**src/design/lbfc_regs.svh**
```systemverilog
`ifndef LBFC_REGS_SVH
`define LBFC_REGS_SVH
// Register byte offsets
`define LBFC_OFF_STAT_A 8'h00
`define LBFC_OFF_STAT_B 8'h04
`define LBFC_OFF_BOOST 8'h08
`define LBFC_OFF_SINK 8'h0C
`define LBFC_OFF_PUMP 8'h10
`define LBFC_OFF_SYS 8'h14
// fault_status_a bits
`define LBFC_SA_SEC 0
`define LBFC_SA_DISC 1
// boost_config fields
`define LBFC_BC_LIM 1:0
`define LBFC_BC_FSW 5:2
`define LBFC_BC_GAIN 8:6
// sink_config fields
`define LBFC_SC_FS 4:0
`define LBFC_SC_TRIM 8:5
// pump_config fields
`define LBFC_PC_DIV 1:0
`define LBFC_PC_DIV0 0
`define LBFC_PC_FIX 2
`define LBFC_PC_TRAN 3
// system_config fields
`define LBFC_SY_RST 0
`define LBFC_SY_SINK 15:8
// Reset values
`define LBFC_RST_BOOST 9'h188
`define LBFC_RST_SINK 9'h012
`define LBFC_RST_PUMP 4'h0
`define LBFC_RST_SINKS 8'h00
// Cycle limit codes
`define LBFC_LIM_1A 2'h0
// Brightness thresholds, 12-bit scale
`define LBFC_BR_50 12'h800
`define LBFC_BR_75 12'hC00
`endif

```
**src/design/lbfc_pkg.sv**
```systemverilog
package lbfc_pkg;
  // Charge-pump frequency ratio relative to boost switching
  typedef enum logic [1:0] {
    LBFC_CP_HALF = 2'b00,
    LBFC_CP_QUARTER = 2'b01,
    LBFC_CP_EIGHTH = 2'b10
  } lbfc_ratio_e;

  // Whole state of the controller
  typedef struct packed {
    logic pready;
    logic pslverr;
    logic [31:0] prdata;
    logic [1:0] stat_a;
    logic [7:0] stat_b;
    logic [8:0] boost_cfg;
    logic [8:0] sink_cfg;
    logic [3:0] pump_cfg;
    logic [7:0] sinks_req;
    logic soft_rst;
    logic sec_latch;
    logic lowside_off;
    logic [7:0] excl;
    logic conv_en;
    logic [7:0] sink_en;
    logic cp_disc;
    logic [1:0] ilim;
    lbfc_ratio_e ratio;
  } lbfc_state_s;
endpackage

```
**src/design/lbfc_ctrl.sv**
```systemverilog
// Notes on behaviour
// - Open string at OVP: exclude, flag status_b
// - Exclusion holds until sinks off or reset
// - Cycle limit: low side off till cycle
// - Soft start forces the one ampere limit
// - Two-bit field picks four cycle limits
// - Secondary trip kills converter, sinks; flag
// - Secondary flag clears on status_a read
// - Secondary fault latched until shutdown/reset
// - Output drop: disconnect pump, pause sinks
// - Sinks return once output fault clears
// - Full-scale field resets to code 10010
// - Full scale is 2 mA plus code
// - Four-bit trim raises full scale slightly
// - Four-bit field selects boost frequency
// - Auto ratio: eighth, quarter, half by brightness
// - Fixed select: divider fixes the ratio
// - Transition bit: two ratios split at half
// - Three-bit field sets loop DC gain
// - All status bits clear on read
// - Enable low or reset bit clears faults
//
// Register access over APB and the register offsets were decided locally.
`timescale 1ns/1ps
`include "lbfc_regs.svh"

module lbfc_ctrl
  import lbfc_pkg::*;
(
  input wire logic pclk, // Bus clock, 40 MHz
  input wire logic presetn, // Async reset, active low
  input wire logic psel,
  input wire logic penable,
  input wire logic pwrite,
  input wire logic [7:0] paddr,
  input wire logic [31:0] pwdata,
  output logic [31:0] prdata,
  output logic pready,
  output logic pslverr,
  input wire logic en_pin, // Enable pin, low means shutdown
  input wire logic soft_start, // Converter in soft start
  input wire logic sw_cycle_start, // Pulse at each switching cycle
  input wire logic ocp_cycle, // Cycle-by-cycle limit reached
  input wire logic ocp_sec, // Secondary over-current comparator
  input wire logic out_drop, // Sudden output drop detector
  input wire logic ovp_trip, // Output over-voltage comparator
  input wire logic [7:0] string_underreg, // Per-string under-regulation
  input wire logic [11:0] bright_lvl, // Current brightness level
  output logic conv_en, // Boost and pump may switch
  output logic lowside_off, // Force boost low side off
  output logic [1:0] ilim_sel, // Applied cycle limit code
  output logic [3:0] fsw_sel, // Boost frequency code
  output logic [2:0] loop_gain_sel,
  output logic [4:0] full_scale_sel,
  output logic [3:0] full_scale_trim,
  output logic [1:0] pump_ratio,
  output logic cp_disconnect, // Open the pump output switch
  output logic [7:0] sink_en, // Per-string sink enable
  output logic [7:0] fb_exclude // Strings kept out of regulation
);

  // Reset image of the whole state
  localparam lbfc_state_s RST = '{
    pready: 1'b0, pslverr: 1'b0, prdata: 32'h0000_0000,
    stat_a: 2'h0, stat_b: 8'h00,
    boost_cfg: `LBFC_RST_BOOST, sink_cfg: `LBFC_RST_SINK,
    pump_cfg: `LBFC_RST_PUMP, sinks_req: `LBFC_RST_SINKS,
    soft_rst: 1'b0, sec_latch: 1'b0, lowside_off: 1'b0,
    excl: 8'h00, conv_en: 1'b0, sink_en: 8'h00,
    cp_disc: 1'b0, ilim: `LBFC_LIM_1A, ratio: LBFC_CP_EIGHTH};

  lbfc_state_s state_reg; // Registered state
  lbfc_state_s state_next; // Next state

  logic setup_rd; // First access cycle: capture read data
  logic done; // Completing edge of a transfer
  logic [7:0] open_set; // Strings newly found open
  logic [1:0] a_set; // New status_a events

  // Bus phase decode
  assign setup_rd = psel & penable & ~state_reg.pready;
  assign done = psel & penable & state_reg.pready;
  // Only enabled strings short of regulation count as open
  assign open_set = ovp_trip ? (string_underreg & state_reg.sinks_req) : 8'h00;
  assign a_set = {out_drop, ocp_sec};

  // Next-state logic
  always_comb begin
    state_next = state_reg;
    // One wait cycle, then ready for one cycle
    // Read data is captured a cycle before pready so the address mux
    // stays out of the ready path; that costs the single wait state
    state_next.pready = setup_rd;
    if (setup_rd) begin
      state_next.pslverr = 1'b0;
      state_next.prdata = 32'h0000_0000;
      unique case (paddr)
        `LBFC_OFF_STAT_A: state_next.prdata[1:0] = state_reg.stat_a;
        `LBFC_OFF_STAT_B: state_next.prdata[7:0] = state_reg.stat_b;
        `LBFC_OFF_BOOST: state_next.prdata[8:0] = state_reg.boost_cfg;
        `LBFC_OFF_SINK: state_next.prdata[8:0] = state_reg.sink_cfg;
        `LBFC_OFF_PUMP: state_next.prdata[3:0] = state_reg.pump_cfg;
        `LBFC_OFF_SYS: begin
          state_next.prdata[`LBFC_SY_SINK] = state_reg.sinks_req;
          state_next.prdata[`LBFC_SY_RST] = state_reg.soft_rst;
        end
        // Unmapped address answers with an error
        default: state_next.pslverr = 1'b1;
      endcase
    end
    // A written one lives for exactly one cycle, long enough for the
    // shutdown branch at the bottom to see it
    // Reset bit clears itself after one cycle
    state_next.soft_rst = 1'b0;
    // Register writes at the completing edge
    if (done && pwrite) begin
      unique case (paddr)
        `LBFC_OFF_BOOST: state_next.boost_cfg = pwdata[8:0];
        `LBFC_OFF_SINK: state_next.sink_cfg = pwdata[8:0];
        `LBFC_OFF_PUMP: state_next.pump_cfg = pwdata[3:0];
        `LBFC_OFF_SYS: begin
          state_next.sinks_req = pwdata[`LBFC_SY_SINK];
          state_next.soft_rst = pwdata[`LBFC_SY_RST];
        end
        // Status registers are read-only; others ignored
        default: ;
      endcase
    end
    // Read-clear drops only bits that were returned; new events win
    if (done && !pwrite && paddr == `LBFC_OFF_STAT_A) begin
      state_next.stat_a = state_reg.stat_a & ~state_reg.prdata[1:0];
    end
    if (done && !pwrite && paddr == `LBFC_OFF_STAT_B) begin
      state_next.stat_b = state_reg.stat_b & ~state_reg.prdata[7:0];
    end
    state_next.stat_a = state_next.stat_a | a_set;
    state_next.stat_b = state_next.stat_b | open_set;
    // Secondary fault latches the converter off
    // Only shutdown or the reset bit lowers it; reading the flag does
    // not restart the converter
    state_next.sec_latch = state_reg.sec_latch | ocp_sec;
    // Low side held off to the next cycle start; a new trip wins
    // The trip is a level, so a comparator still high at the cycle
    // start keeps the switch off for that cycle as well
    if (sw_cycle_start) begin
      state_next.lowside_off = 1'b0;
    end
    if (ocp_cycle) begin
      state_next.lowside_off = 1'b1;
    end
    // Exclusion sticks through reconnection; freed when all sinks off
    // Limitation: strings are freed only all together, never one by one
    if (state_reg.sinks_req == 8'h00) begin
      state_next.excl = 8'h00;
    end
    state_next.excl = state_next.excl | open_set;
    // Drop opens the pump switch only while the fault stands
    // No debounce: a chattering detector toggles the switch with it
    state_next.cp_disc = out_drop;
    // Boost keeps switching through a drop, stops on a latch
    state_next.conv_en = ~state_next.sec_latch;
    if (state_next.sec_latch || out_drop) begin
      state_next.sink_en = 8'h00;
    end else begin
      state_next.sink_en = state_next.sinks_req;
    end
    // Soft start overrides the programmed limit
    // The programmed code returns on the edge after soft start falls,
    // so the first cycle without soft start still sees the one ampere limit
    if (soft_start) begin
      state_next.ilim = `LBFC_LIM_1A;
    end else begin
      state_next.ilim = state_reg.boost_cfg[`LBFC_BC_LIM];
    end
    // Charge-pump ratio selection
    // Recomputed every cycle so a brightness move acts at once; the
    // pump side must accept a ratio change in the middle of a cycle
    if (state_reg.pump_cfg[`LBFC_PC_TRAN]) begin
      if (state_reg.pump_cfg[`LBFC_PC_DIV0]) begin
        state_next.ratio = (bright_lvl >= `LBFC_BR_50) ? LBFC_CP_QUARTER
                                                       : LBFC_CP_EIGHTH;
      end else begin
        state_next.ratio = (bright_lvl >= `LBFC_BR_50) ? LBFC_CP_HALF
                                                       : LBFC_CP_QUARTER;
      end
    end else if (state_reg.pump_cfg[`LBFC_PC_FIX]) begin
      unique case (state_reg.pump_cfg[`LBFC_PC_DIV])
        2'b00: state_next.ratio = LBFC_CP_HALF;
        2'b01: state_next.ratio = LBFC_CP_QUARTER;
        default: state_next.ratio = LBFC_CP_EIGHTH;
      endcase
    end else if (bright_lvl >= `LBFC_BR_75) begin
      state_next.ratio = LBFC_CP_HALF;
    end else if (bright_lvl >= `LBFC_BR_50) begin
      state_next.ratio = LBFC_CP_QUARTER;
    end else begin
      state_next.ratio = LBFC_CP_EIGHTH;
    end
    // Shutdown or reset bit: registers and latches back to reset,
    // bus handshake kept so an open transfer still completes
    if (!en_pin || state_reg.soft_rst) begin
      state_next = RST;
      state_next.pready = setup_rd;
      state_next.pslverr = setup_rd ? state_next.pslverr : state_reg.pslverr;
      state_next.prdata = state_reg.prdata;
      if (setup_rd) begin
        state_next.pslverr = 1'b0;
      end
    end
  end

  // State register
  always_ff @(posedge pclk or negedge presetn) begin
    if (!presetn) begin
      state_reg <= RST;
    end else begin
      state_reg <= state_next;
    end
  end

  // Outputs straight from the state flops
  // Frequency, gain and full-scale fields leave straight from the config flops, so a write
  // reaches the analog side right after its completing edge
  assign prdata = state_reg.prdata;
  assign pready = state_reg.pready;
  assign pslverr = state_reg.pslverr;
  assign conv_en = state_reg.conv_en;
  assign lowside_off = state_reg.lowside_off;
  assign ilim_sel = state_reg.ilim;
  assign fsw_sel = state_reg.boost_cfg[`LBFC_BC_FSW];
  assign loop_gain_sel = state_reg.boost_cfg[`LBFC_BC_GAIN];
  assign full_scale_sel = state_reg.sink_cfg[`LBFC_SC_FS];
  assign full_scale_trim = state_reg.sink_cfg[`LBFC_SC_TRIM];
  assign pump_ratio = state_reg.ratio;
  assign cp_disconnect = state_reg.cp_disc;
  assign sink_en = state_reg.sink_en;
  assign fb_exclude = state_reg.excl;

  // Checks
  // Most hold only while no shutdown acts; the shutdown branch
  // overrides all but the bus handshake and is watched by checks of its own
  logic live; // No shutdown acting this cycle
  assign live = en_pin & ~state_reg.soft_rst;
endmodule // lbfc_ctrl

```
**config.mk**
```make
export PLATFORM = sky130hd
export DESIGN_NAME = lbfc_ctrl
export DESIGN_NICKNAME = d
export VERILOG_FILES = /design/src/design/lbfc_pkg.sv /design/src/design/lbfc_ctrl.sv
export VERILOG_INCLUDE_DIRS = /design/src /design/src/design
export SDC_FILE = /design/constraint.sdc
export NUM_CORES = 1
export LEC_CHECK = 0
export ABC_AREA = 1
export BUFFER_PORTS_ARGS = -buffer_cell sky130_fd_sc_hd__buf_2
export CORE_ASPECT_RATIO = 0.7
export CORE_MARGIN = 2
export CORE_UTILIZATION = 43
export DETAILED_ROUTE_END_ITERATION = 8
export PLACE_DENSITY = 0.81
export SETUP_SLACK_MARGIN = 0.15
export SYNTH_ARGS = -nofsm -noshare
export SYNTH_HDL_FRONTEND = slang
export SYNTH_SLANG_ARGS = --single-unit
```
**constraint.sdc**
```tcl
create_clock -name pclk -period 1.3 [get_ports pclk]
set_input_delay 0.26 -clock pclk [delete_from_list [all_inputs] [get_ports pclk]]
set_output_delay 0.26 -clock pclk [all_outputs]
set_load 0.02 [all_outputs]
```
==> metrics, run 1 <==
status=finished with violations; failing checks=negative setup slack; DR DRC count=0; share of cells above drive strength 1=54.7%; Post-Syn Area per Cell=8.37 sq um; routed length per instance=between 15 and 20 um; clock latency on the worst-skew pair=around 350 ps; Die Wd=roughly 120 um; max cap viols=0; PortBufs=102; pre-CTS worst setup slack=-106 ps; FF+latch count, synth=83; Total GRT Usage=23.6%; CTS tree=done; final cell area excluding filler cells=around 6500 sq um; grt ovf=0; Cell Rows=30; crit start category=flop; antenna viol nets, final=0; Ports=~150; DP HPWL=~8400 um; final std cells w/o fill=795; FILL cells=about 700; post-synth top area share=between 40% and 50%; Slew Viols, Final=0; dominant synthesized flop cell=dfrtp_1; Syn Inst Count=522; largest net degree at the start of global routing=53; Post-synth EDFFs=0; Vias=4146; Tcrit/Tclk final=109%; Total Routed Length=14600 um; number of DRC markers in iteration 0=336; RSZ-0062 raised after global routing=yes; Leakage Power=~0.0033 uW; final worst slack=-115 ps; Crit-path slowest cell=dfrtp_2; clk sinks=a little over 80; Root Driver=clkbuf_16; max incr delay on CP=about 440 ps; Final Critical Period=roughly 1400 ps; Core ar.=9800 sq um; vias in the first global route=3914; ant diodes=0; # H-tree levels=3; Crit Path Class=reg2reg; peak fanout along the critical path=7; Clock Path Buffers=2; number of vias per cell=5.22; Vert. Die Dim=88.3 um; Synth async-reset ratio=100%; crit path DAT=1660 ps; drt pass-1 iters=5; Hold Fails Final Rpt=0; initial core utilization=44.6%; Synth-to-Final Area Change=48.8%; Peak Freq=707 MHz; worst IR drop on VDD=0.743 mV; max reg flops=26; total CTS buffers=9; antenna violations before repair=0; mapped cell area=4370 sq um; placed insts=710; HP Class=in2reg; placed cell area=4770 sq um; register area share after synthesis=between 40 and 50%; worst clock skew=12.0 ps; worst endpoint required time=1550 ps; hold slack=approximately 85 ps; Yosys top cell by area=dfrtp_1; first-pass GRT wire length=~20000 um; Largest delay share family, worst path=simple AND/OR/NAND/NOR gates; final setup fails=14; Power Dens Cells=906 nW/um^2; top post-synthesis cells by area=dfrtp_1 (44%), buf_4 (12%), nand2_1 (11%); final net count=735; YS warnings=0; Worst-path clk slew=70 ps; gp weighted congestion=0.934; crit end category=flop; Unique masters post-synth=35; die area=between 10000 and 15000 sq um; critical path cell sequence=nand3b_1, nor2_4, buf_12, nand2_4, o21ai_1; CP bufs+invs=1
## through the flow
stage | setup TNS (ps) | total power (uW) | utilization [%]
floorplan | 0 | 2970 | -
global placement | -433 | 3150 | 48.7
finish | -349 | 5890 | 66.4
global route | -1550 | 6070 | 66.4
detailed placement | -1470 | 3170 | 48.7
CTS | -7.89 | 5810 | 60.8
## metal layers
layer | vias up | wire, um | track usage [%] | part of all wire, %
met2 | 252 | 7000 | 39.2 | 48
met1 | 2002 | 6000 | 31.2 | 41
met4 | 0 | 453 | 6.44 | 3.1
li1 | 1846 | - | - | -
met3 | 46 | 1170 | 6.11 | 8.0
met5 | - | 0 | 0 | 0
## cell usage after synthesis (all sizes together), types with 2 or more instances
library cell / count
nor3: 3
o21ai: 13
dfstp: 6
inv: 49
buf: 77
clkbuf: 3
nand4: 4
dfrtp: 77
nand2: 137
clkinv: 2
nand3: 68
a21oi: 21
nor2: 55
## worst register-to-register path: stages (launching register included)
cell      delay, ps
dfrtp_2         440
nand3b_1        250
nor2_4          150
buf_12          150
nand2_4         100
o21ai_1         240
## where the power goes
group / total, uW / internal, uW / switching (uW) / leakage [uW]
clock: 2600 / 1360 / 1230 / 0.000148
combinational: 644 / 240 / 403 / 0.00207
sequential: 2650 / 2620 / 30.0 / 0.00112
total: 5890 / 4220 / 1670 / 0.00334
## final timing paths
check,startpoint,endpoint,slack (ps),depth (start not counted)
worst max-delay path,pready$_DFF_PN0_,prdata[10]$_DFFE_PN0P_,-110,5
worst min-delay path,soft_start,ilim_sel[1]$_DFF_PN0_,80,2
worst max register to register,pready$_DFF_PN0_,prdata[10]$_DFFE_PN0P_,-110,5
worst min register to register,state_reg[23]$_DFF_PN0_,conv_en$_DFF_PN0_,450,1
max in group asynchronous,presetn,state_reg[24]$_DFF_PN0_,400,3
min in group asynchronous,presetn,pump_ratio[0]$_DFF_PN0_,330,2
## timing repair
action / 4_1_cts / 5_1_grt
resized for setup: 139 / 105
setup buffers: 42 / 24
pin swaps: 39 / 55
gates cloned: 2 / 0
hold endpoints to repair: 14 / 0
setup endpoints to repair: 116 / 122
hold buffers: 1 / 0
## final cells by class
class / instances / area (sq um) / area share, %
multi-input cells: 324 / 2050 / 31.5
flip-flops and latches: 83 / 2090 / 32.1
clock inverters: 7 / 73.8 / 1.14
repair inverters: 1 / 16.3 / 0.250
inverters: 51 / 245 / 3.77
well taps: 128 / 160 / 2.46
repair buffers: 192 / 1650 / 25.3
clock buffers: 9 / 225 / 3.46
## placed cells by master, fill, tap and decap left out, types with 19 or more instances in the layout
cell type	instances
inv_2	19
buf_6	56
dfrtp_1	75
nor2_1	31
inv_1	26
nand2_2	37
nand2_1	88
buf_2	54
buf_4	70
nand3_1	41
## cells by family (layout without fill, tap and decap cells)
logic type	count (synthesis)	count (layout)	synth area share, %
adders and majority gates	1	1	0.286
buffers and inverters	131	260	18.3
AOI/OAI and AO/OA	36	36	4.38
DFF	83	83	47.7
other	1	16	0.0858
and+or+nand+nor	270	271	29.2
Power figures use the tool's default switching activity.
==> run 2: changes to the inputs <==
--- a/config.mk
+++ b/config.mk
@@ -12,6 +12,7 @@
 export CORE_MARGIN = 2
 export CORE_UTILIZATION = 43
 export DETAILED_ROUTE_END_ITERATION = 8
+export GPL_ROUTABILITY_DRIVEN = 0
 export PLACE_DENSITY = 0.81
 export SETUP_SLACK_MARGIN = 0.15
 export SYNTH_ARGS = -nofsm -noshare
==> constraint.sdc (replaced) <==
create_clock -name pclk -period 1.3 [get_ports pclk]
set_input_delay 0.39 -clock pclk [delete_from_list [all_inputs] [get_ports pclk]]
set_output_delay 0.39 -clock pclk [all_outputs]
set_load 0.02 [all_outputs]
==> run 2 against run 1 <==
Net effect:
- sequential share of layout area down 1.7 points
- combinational power rose by 16%
- largest power group unchanged
- critical path type unchanged
- routed wire length increased by 2.8%
- the run still ends with negative setup slack left
==> metrics, run 2 (same netlist as run 1, synthesis figures left out) <==
final worst slack=-134 ps (-18.7 ps); DR DRC count=0 (unchanged); Clock Path Buffers=2 (unchanged); # H-tree levels=3 (unchanged); worst clock skew=12.6 ps (+0.588 ps); most common cell after layout, fill and taps aside=dfrtp_1; most frequent cells in the layout=dfrtp_1 (75), nand2_1 (73), buf_4 (71); CTS tree=done; number of DRC markers in iteration 0=340 (+1.2%); crit start category=flop; Hold Fails Final Rpt=0 (unchanged); clk sinks=83 (unchanged); Total GRT Usage=24.4% (+0.86 points); vias in the first global route=4136 (+5.7%); Vias=4191 (+1.1%); Ports=145 (unchanged); total CTS buffers=9 (unchanged); met3 usage in global routing=7.50% (+1.4 points); final net count=743 (+1.1%); peak fanout along the critical path=7 (unchanged); placed insts=725 (+2.1%); GRT busiest layer=met2; drt pass-1 iters=5 (unchanged); hold slack=208 ps (+123 ps); Total Routed Length=15000 um (+2.8%); largest net degree at the start of global routing=41 (-23%); Power Dens Cells=879 nW/um^2 (-3.0%); Root Driver=clkbuf_16; antenna viol nets, final=0 (unchanged); antenna violations before repair=0 (unchanged); worst endpoint required time=1570 ps (+20 ps); failing checks=negative setup slack; initial core utilization=44.6% (unchanged); clock latency on the worst-skew pair=350 ps (about the same); GR Util met2=39.8% (+0.55 points); routed length per instance=18.7 um (+1.7%); Leakage Power=0.00343 uW (+2.7%); DP HPWL=8570 um (+1.4%); Synth-to-Final Area Change=57.0%; Crit Path Class=reg2reg; Die Wd=124 um (unchanged); Peak Freq=698 MHz (-1.3%); max cap viols=0 (unchanged); Vert. Die Dim=88.3 um (unchanged); number of vias per cell=5.22 (about the same); Core ar.=9800 sq um (unchanged); RSZ-0062 raised after global routing=yes; Final Critical Period=1430 ps (+18.7 ps); first-pass GRT wire length=20700 um (+3.6%); final setup fails=70 (+56); PortBufs=102 (unchanged); die area=11000 sq um (unchanged); crit path DAT=1700 ps (+40 ps); Tcrit/Tclk final=110% (+1.4 points); met1 usage=31.6% (+0.38 points); crit end category=flop; ant diodes=0 (unchanged); share of cells above drive strength 1=60.1% (+5.4 points); pre-CTS worst setup slack=-181 ps (-75.1 ps); status=finished with violations; HP Class=in2reg; Cell Rows=30 (unchanged); grt ovf=0 (unchanged); final std cells w/o fill=803 (+1.0%); max reg flops=26 (unchanged); worst IR drop on VDD=0.624 mV (-16%); Worst-path clk slew=70 ps (about the same); Slew Viols, Final=0 (unchanged)
-- run 2: changes by cell type in the layout (fill, tap and decap cells not counted), moves of 8 or more --
cell / before / now
buf_2: 54 / 44
buf_6: 56 / 70
nand2_1: 88 / 73
nand2_2: 37 / 51
o21ai_1: 9 / 1
o21ai_2: 1 / 10
-- run 2: cell type report --
cell class / count / area (sq um)
Inverter: 51 / 251
Clock inverter: 7 / 75.1
Timing Repair Buffer: 200 / 1820
Fill cell: 643 / 2940
Multi-Input combinational cell: 324 / 2230
Timing Repair inverter: 1 / 11.3
Sequential cell: 83 / 2090
Tap cell: 128 / 160
Clock buffer: 9 / 225
-- run 2: timing repair --
action                     CTS  global route
hold endpoints to repair    14             0
setup endpoints to repair  133           135
cloned                       2             1
buffers inserted            41            17
pin swaps                   54            42
hold buffers                 1             0
gates resized for setup    210            82
-- run 2: worst paths after layout --
check                                   startpoint                      endpoint  slack (ps)  cells after the start
min in group asynchronous                  presetn     state_reg[36]$_DFFE_PN0P_         450                      2
max in group asynchronous                  presetn  loop_gain_sel[2]$_DFFE_PN1P_         330                      3
max                               pready$_DFF_PN0_        prdata[15]$_DFFE_PN0P_        -130                      5
min                                     soft_start         ilim_sel[0]$_DFF_PN0_         210                      2
max reg2reg                       pready$_DFF_PN0_        prdata[15]$_DFFE_PN0P_        -130                      5
min reg2reg                state_reg[23]$_DFF_PN0_             conv_en$_DFF_PN0_         490                      1
-- run 2: layer usage --
metal / vias to the layer above / wire [um]
li1: 1867 / -
met1: 2116 / 6210
met2: 170 / 7420
met3: 38 / 1010
met4: 0 / 380
met5: - / 0
-- run 2: where the power goes --
part,switching [uW],internal (uW)
registers,29.0,2620
logic,443,302
clock network,1140,1500
-- run 2: through the flow --
| step | total power, uW | cell area [sq um] | utilization [%] | TNS [ps] |
|---|---|---|---|---|
| after floorplan | 2990 | 4600 | - | 0 |
| after global placement | 3200 | 5040 | 51.5 | -7130 |
| after detailed placement | 3210 | 5040 | 51.5 | -8870 |
| after CTS | 5950 | 6390 | 65.2 | -1610 |
| after global routing | 6180 | 6860 | 70.0 | -6900 |
| final | 6030 | 6860 | 70.0 | -3830 |
-- run 2: critical path: stages, from the launching register on --
cell and delay [ps]:
dfrtp_2 430, nand3b_1 270, nor2_4 210, buf_12 180, nand2_8 90, o21ai_2 180
